File: config.mk
export PLATFORM = sky130hd
export DESIGN_NAME = jts_tap
export DESIGN_NICKNAME = d
export VERILOG_FILES = /design/src/jts_pkg.sv /design/src/jts_sync.sv /design/src/jts_tap.sv
export SDC_FILE = /design/constraint.sdc
export NUM_CORES = 1
export LEC_CHECK = 0
export ABC_AREA = 1
export ABC_CLOCK_PERIOD_IN_PS = 9900
export BUFFER_PORTS_ARGS = -buffer_cell sky130_fd_sc_hd__buf_2
export CAP_MARGIN = 20
export CORE_ASPECT_RATIO = 2
export CORE_MARGIN = 3
export CORE_UTILIZATION = 28
export CTS_CLUSTER_DIAMETER = 150
export DETAILED_ROUTE_END_ITERATION = 12
export PLACE_DENSITY_LB_ADDON = 0.25
export SLEW_MARGIN = 10
export SYNTH_ARGS = -nofsm -noshare
export SYNTH_HDL_FRONTEND = slang
export SYNTH_SLANG_ARGS = --single-unit
File: constraint.sdc
create_clock -name clk_in -period 9.9 [get_ports clk_in]
set_clock_uncertainty 0.1 [all_clocks]
set_input_delay 0.495 -clock clk_in [delete_from_list [all_inputs] [get_ports clk_in]]
set_output_delay 0.495 -clock clk_in [all_outputs]
set_load 0.01 [all_outputs]
File: src/jts_pkg.sv
// Purpose: Constants and types for the test access port with serial-wire switch
// Assumes: 200 MHz system clock samples the test clock pin
// Notes: Instruction codes follow the 4-bit instruction register
package jts_pkg;

  typedef enum logic [3:0] {
    TEST_LOGIC_RESET,
    RUN_TEST_IDLE,
    SELECT_DR,
    CAPTURE_DR,
    SHIFT_DR,
    EXIT1_DR,
    PAUSE_DR,
    EXIT2_DR,
    UPDATE_DR,
    SELECT_IR,
    CAPTURE_IR,
    SHIFT_IR,
    EXIT1_IR,
    PAUSE_IR,
    EXIT2_IR,
    UPDATE_IR
  } jts_state_e;

  typedef enum logic [2:0] {
    SW_IDLE,
    SW_RTI,
    SW_SDR,
    SW_SIR,
    SW_CIR,
    SW_E1,
    SW_UIR
  } jts_swpre_e;

  localparam int          IR_W        = 4;
  localparam int          DAP_W       = 35;
  localparam int          ACK_W       = 3;
  localparam int          DATA_W      = 32;
  localparam int          PIN_N       = 5;
  localparam int          TMS_RESET_N = 5;
  localparam logic [3:0]  IR_ABORT    = 4'h8;
  localparam logic [3:0]  IR_DPACC    = 4'hA;
  localparam logic [3:0]  IR_APACC    = 4'hB;
  localparam logic [3:0]  IR_IDCODE   = 4'hE;
  localparam logic [3:0]  IR_BYPASS   = 4'hF;
  localparam logic [3:0]  IR_CAPTURE  = 4'h1;
  localparam logic [4:0]  PIN_DEFAULT = 5'h1F;
  localparam logic [31:0] ID_DEFAULT  = 32'h10000001; // Arbitrary identity value
  localparam int          IR_PASSES   = 2;

endpackage

File: src/jts_sync.sv
// Purpose: Two-flop synchroniser for one pin level
// Assumes: Input is asynchronous to clk_in
// Notes: Only the second stage is read outside
module jts_sync (
  // Clock and reset
  input  wire logic clk_in,
  input  wire logic rst_n_in,
  // Level
  input  wire logic d_in,
  output logic      q_out
);
  logic meta_r;

  always_ff @(posedge clk_in)
  begin
    if (!rst_n_in)
    begin
      meta_r <= 1'b1;
      q_out  <= 1'b1;
    end
    else
    begin
      meta_r <= d_in;
      q_out  <= meta_r;
    end
  end
endmodule

File: src/jts_tap.sv
// Purpose: Test access port controller with serial-wire switching detection
// Assumes: Test pins are sampled by the 200 MHz clock; pins idle high by pull-ups
// Notes on behaviour
// - Power-on reset or a low test reset pin forces the state machine to Test-Logic-Reset.
// - Capture states load the selected chain in parallel with its sampled information.
// - Shift states move chain contents out on data-out while data-in fills it.
// - Update states copy the shifted chain into its parallel load register.
// - After reset the five test pins have pull-up enable and alternate select set.
// - Clearing alternate select bit 0 sets GPIO mode, stops the state machine and drops the data-out enable.
// - Capture-DR on debug access chains returns the last result with a 3-bit ack.
// - Two instruction loads with no shift enable serial-wire and disable JTAG.
// - Five test clocks with mode-select high reach Test-Logic-Reset from any state.
// - Entering Test-Logic-Reset loads the identification instruction.
// - Mode-select is sampled on the test clock rising edge.
module jts_tap (
  // Clock and reset
  input  wire logic                    clk_in,
  input  wire logic                    rst_n_in,
  // Test pins
  input  wire logic                    tck_in,
  input  wire logic                    tms_in,
  input  wire logic                    tdi_in,
  input  wire logic                    test_reset_n_in,
  output logic                         tdo_out,
  output logic                         tdo_oe_out,
  // Pad configuration from software
  input  wire logic [4:0]              alt_function_select_in,
  input  wire logic [4:0]              pull_up_enable_in,
  input  wire logic                    pad_cfg_wr_in,
  output logic [4:0]                   alt_function_select_out,
  output logic [4:0]                   pull_up_enable_out,
  output logic                         gpio_mode_out,
  // Debug access port side
  input  wire logic [31:0]             dap_rdata_in,
  input  wire logic [2:0]              dap_ack_in,
  output logic [3:0]                   ir_out,
  output logic [34:0]                  dap_wdata_out,
  output logic                         dap_update_out,
  output logic                         sw_enable_out
);
  logic tck_s, tms_s, tdi_s, trst_s;
  logic tck_q_r;
  jts_pkg::jts_state_e state_r, state_nxt;
  jts_pkg::jts_swpre_e sw_r, sw_nxt;
  logic [3:0]  ir_sh_r;
  logic [34:0] dr_sh_r;
  logic [1:0]  pass_r;

  jts_sync u_tck  (.clk_in(clk_in), .rst_n_in(rst_n_in), .d_in(tck_in), .q_out(tck_s));
  jts_sync u_tms  (.clk_in(clk_in), .rst_n_in(rst_n_in), .d_in(tms_in), .q_out(tms_s));
  jts_sync u_tdi  (.clk_in(clk_in), .rst_n_in(rst_n_in), .d_in(tdi_in), .q_out(tdi_s));
  jts_sync u_trst (.clk_in(clk_in), .rst_n_in(rst_n_in), .d_in(test_reset_n_in),
                   .q_out(trst_s));

  wire rise_w   = tck_s & ~tck_q_r;
  wire fall_w   = ~tck_s & tck_q_r;
  wire trst_w   = ~trst_s;
  wire jtag_on  = alt_function_select_out[0] & ~sw_enable_out;
  wire step_w   = rise_w & jtag_on;
  wire dap_sel  = (ir_out == jts_pkg::IR_DPACC) | (ir_out == jts_pkg::IR_APACC)
                | (ir_out == jts_pkg::IR_ABORT);
  wire id_sel   = (ir_out == jts_pkg::IR_IDCODE);
  wire shift_on = (state_r == jts_pkg::SHIFT_DR) | (state_r == jts_pkg::SHIFT_IR);
  wire dr_bit   = dap_sel ? dr_sh_r[0] : (id_sel ? dr_sh_r[0] : dr_sh_r[0]);
  wire tdo_bit  = (state_r == jts_pkg::SHIFT_IR) ? ir_sh_r[0] : dr_bit;

  always_comb
  begin
    state_nxt = state_r;
    case (state_r)
      jts_pkg::TEST_LOGIC_RESET:
        state_nxt = tms_s ? jts_pkg::TEST_LOGIC_RESET : jts_pkg::RUN_TEST_IDLE;
      jts_pkg::RUN_TEST_IDLE:
        state_nxt = tms_s ? jts_pkg::SELECT_DR : jts_pkg::RUN_TEST_IDLE;
      jts_pkg::SELECT_DR:
        state_nxt = tms_s ? jts_pkg::SELECT_IR : jts_pkg::CAPTURE_DR;
      jts_pkg::CAPTURE_DR:
        state_nxt = tms_s ? jts_pkg::EXIT1_DR : jts_pkg::SHIFT_DR;
      jts_pkg::SHIFT_DR:
        state_nxt = tms_s ? jts_pkg::EXIT1_DR : jts_pkg::SHIFT_DR;
      jts_pkg::EXIT1_DR:
        state_nxt = tms_s ? jts_pkg::UPDATE_DR : jts_pkg::PAUSE_DR;
      jts_pkg::PAUSE_DR:
        state_nxt = tms_s ? jts_pkg::EXIT2_DR : jts_pkg::PAUSE_DR;
      jts_pkg::EXIT2_DR:
        state_nxt = tms_s ? jts_pkg::UPDATE_DR : jts_pkg::SHIFT_DR;
      jts_pkg::UPDATE_DR:
        state_nxt = tms_s ? jts_pkg::SELECT_DR : jts_pkg::RUN_TEST_IDLE;
      jts_pkg::SELECT_IR:
        state_nxt = tms_s ? jts_pkg::TEST_LOGIC_RESET : jts_pkg::CAPTURE_IR;
      jts_pkg::CAPTURE_IR:
        state_nxt = tms_s ? jts_pkg::EXIT1_IR : jts_pkg::SHIFT_IR;
      jts_pkg::SHIFT_IR:
        state_nxt = tms_s ? jts_pkg::EXIT1_IR : jts_pkg::SHIFT_IR;
      jts_pkg::EXIT1_IR:
        state_nxt = tms_s ? jts_pkg::UPDATE_IR : jts_pkg::PAUSE_IR;
      jts_pkg::PAUSE_IR:
        state_nxt = tms_s ? jts_pkg::EXIT2_IR : jts_pkg::PAUSE_IR;
      jts_pkg::EXIT2_IR:
        state_nxt = tms_s ? jts_pkg::UPDATE_IR : jts_pkg::SHIFT_IR;
      jts_pkg::UPDATE_IR:
        state_nxt = tms_s ? jts_pkg::SELECT_DR : jts_pkg::RUN_TEST_IDLE;
      default:
        state_nxt = jts_pkg::TEST_LOGIC_RESET;
    endcase
  end

  // Preamble tracker: walk of the instruction path without shifting
  always_comb
  begin
    sw_nxt = jts_pkg::SW_IDLE;
    case (sw_r)
      jts_pkg::SW_IDLE:
        sw_nxt = (state_r == jts_pkg::TEST_LOGIC_RESET && state_nxt == jts_pkg::RUN_TEST_IDLE)
               ? jts_pkg::SW_SDR : jts_pkg::SW_IDLE;
      jts_pkg::SW_RTI:
        sw_nxt = (state_nxt == jts_pkg::RUN_TEST_IDLE) ? jts_pkg::SW_SDR : jts_pkg::SW_IDLE;
      jts_pkg::SW_SDR:
        sw_nxt = (state_nxt == jts_pkg::SELECT_DR) ? jts_pkg::SW_SIR : jts_pkg::SW_IDLE;
      jts_pkg::SW_SIR:
        sw_nxt = (state_nxt == jts_pkg::SELECT_IR) ? jts_pkg::SW_CIR : jts_pkg::SW_IDLE;
      jts_pkg::SW_CIR:
        sw_nxt = (state_nxt == jts_pkg::CAPTURE_IR) ? jts_pkg::SW_E1 : jts_pkg::SW_IDLE;
      jts_pkg::SW_E1:
        sw_nxt = (state_nxt == jts_pkg::EXIT1_IR) ? jts_pkg::SW_UIR : jts_pkg::SW_IDLE;
      jts_pkg::SW_UIR:
        sw_nxt = (state_nxt == jts_pkg::UPDATE_IR) ? jts_pkg::SW_RTI : jts_pkg::SW_IDLE;
      default:
        sw_nxt = jts_pkg::SW_IDLE;
    endcase
  end

  wire pass_done = step_w & (sw_r == jts_pkg::SW_UIR) & (state_nxt == jts_pkg::UPDATE_IR);

  always_ff @(posedge clk_in)
  begin
    if (!rst_n_in)
      tck_q_r <= 1'b1;
    else
      tck_q_r <= tck_s;
  end

  // State register and chains
  always_ff @(posedge clk_in)
  begin
    if (!rst_n_in || trst_w)
    begin
      state_r        <= jts_pkg::TEST_LOGIC_RESET;
      ir_out         <= jts_pkg::IR_IDCODE;
      sw_r           <= jts_pkg::SW_IDLE;
      pass_r         <= 2'h0;
      dap_update_out <= 1'b0;
    end
    else
    begin
      dap_update_out <= 1'b0;
      if (step_w)
      begin
        state_r <= state_nxt;
        sw_r    <= sw_nxt;
        if (sw_nxt == jts_pkg::SW_IDLE)
          pass_r <= 2'h0;
        else if (pass_done && pass_r < 2'(jts_pkg::IR_PASSES))
          pass_r <= pass_r + 2'h1;
        case (state_r)
          jts_pkg::CAPTURE_IR:
            ir_sh_r <= jts_pkg::IR_CAPTURE;
          jts_pkg::SHIFT_IR:
            ir_sh_r <= {tdi_s, ir_sh_r[3:1]};
          jts_pkg::UPDATE_IR:
            ir_out <= ir_sh_r;
          jts_pkg::CAPTURE_DR:
          begin
            if (dap_sel)
              dr_sh_r <= {dap_rdata_in, dap_ack_in};
            else if (id_sel)
              dr_sh_r <= {3'h0, jts_pkg::ID_DEFAULT};
            else
              dr_sh_r <= 35'h0;
          end
          jts_pkg::SHIFT_DR:
          begin
            if (dap_sel)
              dr_sh_r <= {tdi_s, dr_sh_r[34:1]};
            else if (id_sel)
              dr_sh_r <= {3'h0, tdi_s, dr_sh_r[31:1]};
            else
              dr_sh_r <= {34'h0, tdi_s};
          end
          jts_pkg::UPDATE_DR:
          begin
            if (dap_sel)
            begin
              dap_wdata_out  <= dr_sh_r;
              dap_update_out <= 1'b1;
            end
          end
          default:
          begin
          end
        endcase
        if (state_nxt == jts_pkg::TEST_LOGIC_RESET)
          ir_out <= jts_pkg::IR_IDCODE;
      end
    end
  end

  // Serial-wire switch, sticky until reset
  always_ff @(posedge clk_in)
  begin
    if (!rst_n_in || trst_w)
      sw_enable_out <= 1'b0;
    else if (pass_done && pass_r == 2'(jts_pkg::IR_PASSES - 1))
      sw_enable_out <= 1'b1;
  end

  // Data-out changes on the falling test clock edge
  always_ff @(posedge clk_in)
  begin
    if (!rst_n_in)
    begin
      tdo_out    <= 1'b1;
      tdo_oe_out <= 1'b0;
    end
    else
    begin
      if (fall_w)
        tdo_out <= tdo_bit;
      if (!jtag_on || fall_w)
        tdo_oe_out <= shift_on & jtag_on;
    end
  end

  // Pad configuration
  always_ff @(posedge clk_in)
  begin
    if (!rst_n_in)
    begin
      alt_function_select_out <= jts_pkg::PIN_DEFAULT;
      pull_up_enable_out      <= jts_pkg::PIN_DEFAULT;
    end
    else if (pad_cfg_wr_in)
    begin
      alt_function_select_out <= alt_function_select_in;
      pull_up_enable_out      <= pull_up_enable_in;
    end
  end
  assign gpio_mode_out = ~alt_function_select_out[0];

  property p_trst;
    @(posedge clk_in) disable iff (!rst_n_in) trst_w |=> state_r == jts_pkg::TEST_LOGIC_RESET;
  endproperty
  a_trst: assert property (p_trst) else $error("trst");
  property p_ir_reset;
    @(posedge clk_in) disable iff (!rst_n_in) trst_w |=> ir_out == jts_pkg::IR_IDCODE;
  endproperty
  a_ir_reset: assert property (p_ir_reset) else $error("ir reset");
  property p_upd;
    @(posedge clk_in) disable iff (!rst_n_in || trst_w)
      step_w && state_r == jts_pkg::UPDATE_IR |=> ir_out == $past(ir_sh_r);
  endproperty
  a_upd: assert property (p_upd) else $error("ir update");
  property p_hold;
    @(posedge clk_in) disable iff (!rst_n_in || trst_w) !step_w |=> state_r == $past(state_r);
  endproperty
  a_hold: assert property (p_hold) else $error("state moved");
  property p_tlr;
    @(posedge clk_in) disable iff (!rst_n_in || trst_w) step_w && tms_s
      && state_r == jts_pkg::SELECT_IR |=> state_r == jts_pkg::TEST_LOGIC_RESET;
  endproperty
  a_tlr: assert property (p_tlr) else $error("select ir");
  property p_cap;
    @(posedge clk_in) disable iff (!rst_n_in || trst_w) step_w && dap_sel
      && state_r == jts_pkg::CAPTURE_DR |=> dr_sh_r[2:0] == $past(dap_ack_in);
  endproperty
  a_cap: assert property (p_cap) else $error("ack capture");
  property p_pad;
    @(posedge clk_in) !rst_n_in |=> alt_function_select_out == jts_pkg::PIN_DEFAULT;
  endproperty
  a_pad: assert property (p_pad) else $error("pad");
  property p_gpio;
    @(posedge clk_in) disable iff (!rst_n_in)
      gpio_mode_out |-> !tdo_oe_out || !$past(gpio_mode_out);
  endproperty
  a_gpio: assert property (p_gpio) else $error("gpio");
  c_sw: cover property (@(posedge clk_in) $rose(sw_enable_out));
  c_dap: cover property (@(posedge clk_in) dap_update_out);
  c_shift: cover property (@(posedge clk_in) state_r == jts_pkg::SHIFT_IR);
endmodule

==> flow_metrics.py <==
metrics = {
    "drt": {
        "vias": 3678,
        "finalWirelength_um": 11900,
        "ant_nets": 0,
        "first_pass_iters": 4,
        "viasPerCell": 4.67,
        "post_drt_wl_per_cell_um": 15.1,
        "first_iter_violations": 236,
        "drc_errors": 0,
    },
    "setup_path": {
        "crit_path_end_kind": "flip-flop",
        "path_delay_family": "buffers and inverters",
        "start_kind": "flip-flop",
        "path_class": "reg -> reg",
        "critPathMaxFanout": 35,
        "critPathBufInv": 5,
        "critPathRequiredTime_ns": 9.85,
        "max_stage_delay_ns": 0.57,
        "crit_arrival_ns": 2.62,
        "path_common_cell": "inv_1",
        "path_cells": "inv_2, nor2_1, inv_1, nor2_2, buf_4, inv_1, a21oi_4, buf_16",
        "cp_slowest_cell": "dfxtp_1",
    },
    "global_route": {
        "grt_pass1_vias": 3639,
        "grt_max_degree": 38,
        "grt_use_total": 0.131,
        "antenna_found_initial": 0,
        "grt_overflow": 0,
        "grt_pass1_wl_um": 19100,
    },
    "sta": {
        "relSlewSlack": 0.302,
        "setup_tns_ns": 0,
        "setup_slack_ns": 7.23,
        "worst_pin_slew_ns": 1.04,
        "setup_viol": 0,
        "period_share": 0.270,
        "rsz0062_at_grt": "false",
        "layout_min_cycle_time_ns": 2.67,
        "slew_violations": 0,
        "final-hold-violation-count": 0,
        "fmaxAchievable_ghz": 0.375,
    },
    "die": {
        "die_w_um": 96.9,
        "die_area_mm2": 0.0182,
        "coreArea_mm2": 0.0160,
        "io_pins": 106,
        "die_h_um": 188,
        "rows": 65,
        "initial_core_util": 0.289,
    },
    "placement": {
        "routabilityCongestion": 0.858,
        "dp.cells": 770,
        "dp_hpwl_um": 8870,
        "portBuffers": 105,
        "detailedPlace.worstSlack_ns": 6.86,
    },
    "clocking": {
        "clkLatencyLatePin_ns": 0.35,
        "clk_path_buf_depth": 2,
        "tritoncts": "done",
        "htreeDepth": 3,
        "clock-root-buffer": "clkbuf_16",
        "numClockSinks": 110,
        "ctsResizeCount": 0,
        "postCtsSetupRepairBufs": 0,
        "cts-buffers-inserted": 9,
        "clk_pin_slew_ns": 0.08,
        "cts_hold_buf": 0,
    },
    "cells_and_area": {
        "regArea_mm2": 0.00294,
        "multi_input_area_mm2": 0.00140,
        "fill_cells": 1631,
        "syn_to_final_growth_pct": 22.9,
        "fin_util": 0.355,
        "final_cells": 787,
        "n_antenna_cell": 0,
        "fin_nets": 634,
        "drive_gt1_frac": 0.249,
    },
    "synth": {
        "synth_top_cell_area_share": 0.481,
        "synth.distinct_cells": 31,
        "syn_area_mm2": 0.00462,
        "synthTopCellsByArea": "edfxtp_1 (48%), dfxtp_1 (16%), nand3_1 (9.6%), nand2_1 (8.4%), inv_1 (3.9%)",
        "synth_warnings": 0,
        "yosysTopAreaCell": "edfxtp_1",
        "yosysMostFrequentCell": "nand2_1",
        "synth_edf_count": 74,
        "ys_seq_area_frac": 0.637,
        "synth_flop_cell": "edfxtp_1",
        "synth-seq-cells": 110,
        "syn_inst": 482,
        "async_flop_share": 0,
        "synth_commonest_cells": "nand2_1 (103), nand3_1 (89), edfxtp_1 (74)",
        "synth.avg_cell_area_um2": 9.59,
        "mappedNetlistNets": 535,
    },
    "power": {
        "ir_worst_vdd_mv": 0.0771,
        "power_w": 0.000922,
        "pwr_density_cell_mw_per_mm2": 162,
        "leakagePower_nw": 2.51,
    },
    "run_status": {
        "status": "finished clean",
    },
    "worst_hold_path": {
        "worstHoldPathType": "in -> reg",
    },
    "job": {
        "max-cap-violations": 0,
    },
}
==> final cells by class <==
cell class	instances	area share
tap	201	0.0443
timing repair buffer	109	0.101
sequential	110	0.518
clock buffer	10	0.0403
clock inverter	6	0.0137
multi-input combinational	296	0.246
inverter	55	0.0363
==> worst reg2reg max path, stage by stage, from the launching register on <==
cell and delay [ns]:
dfxtp_1 0.57, inv_2 0.09, nor2_1 0.21, inv_1 0.08, nor2_2 0.07, buf_4 0.34, inv_1 0.16, a21oi_4 0.52
buf_16 0.24
==> final timing paths <==
kind,from,to,depth (start not counted),slack (ns)
hold / removal,tck_in,u_tck.meta_r,3,0.21
setup / recovery,state_r[2],dr_sh_r[26],8,7.23
hold reg to reg,u_trst.meta_r,u_trst.q_out,2,0.31
setup reg to reg,state_r[2],dr_sh_r[26],8,7.23
==> sequential cells by signal, summed over array words and instances, names as in the netlist, 2 cells and up <==
signal	count
alt_function_select_out	5
dap_wdata_out	35
dr_sh_r	35
ir_out	4
ir_sh_r	4
pass_r	2
pull_up_enable_out	5
state_r	4
sw_r	3
==> logic make-up after synthesis <==
kind of cell	after synthesis	share of synthesized area
adder cells (fa/ha/maj)	1	0.00271
AO/OA/AOI/OAI	43	0.0522
flip-flops	110	0.637
AND/OR/NAND/NOR	252	0.244
buffers and inverters	76	0.0644
==> report_power, final <==
group	switching, W	internal [W]
clock	0.000172	0.000202
sequential	0.00000431	0.000491
combinational	0.0000339	0.0000195
total	0.000210	0.000712
==> cell usage in the layout, fill, tap and decap left out <==
cell        netlist  routed
o211ai_1          4       4
o32ai_1           1       1
clkbuf_1         14       1
buf_16            0       1
a21oi_1          17      16
inv_8             0       2
nor3_2            1       2
nand2_1         103     103
nand3_2           2       2
edfxtp_1         74      74
inv_1            48      48
o31ai_1           1       1
or2_2             1       1
inv_2             5       5
o22ai_1           1       1
clkbuf_16         0       9
clkinv_4          0       1
a21oi_4           0       1
nor2_1           35      35
nor3_1            6       5
o21bai_1          1       1
dfxtp_1          36      36
bufinv_16         0       1
nand2_2           4       4
a211oi_1          1       1
nand4_1           4       4
clkinv_1          2       2
nand3_1          89      89
o21ai_1           1       1
ha_1              1       1
inv_6             0       1
buf_2             4     105
buf_4             2       3
nor2_4            1       1
clkinvlp_4        0       1
o2111ai_1         1       1
o21ai_0          15      15
nor2_2            6       6
==> routing by layer <==
metal / track usage / vias to the layer above / share of wire
li1: - / 1820 / -
met1: 0.136 / 1728 / 0.36
met2: 0.245 / 105 / 0.56
met3: 0.0279 / 25 / 0.043
met4: 0.0600 / 0 / 0.033
met5: 0 / - / 0
==> per-stage QoR <==
| step | hold WS, ns | cell area [um2] |
|---|---|---|
| 6_report | 0.213 | 5680 |
| 5_1_grt | 0.211 | 5680 |
| 4_1_cts | 0.201 | 5650 |
| 3_5_place_dp | 0.292 | 5350 |
| 3_3_place_gp | 0.288 | 5350 |
| 2_1_floorplan | 0.280 | 4620 |
Note: power is estimated with default switching activity, not from simulation.
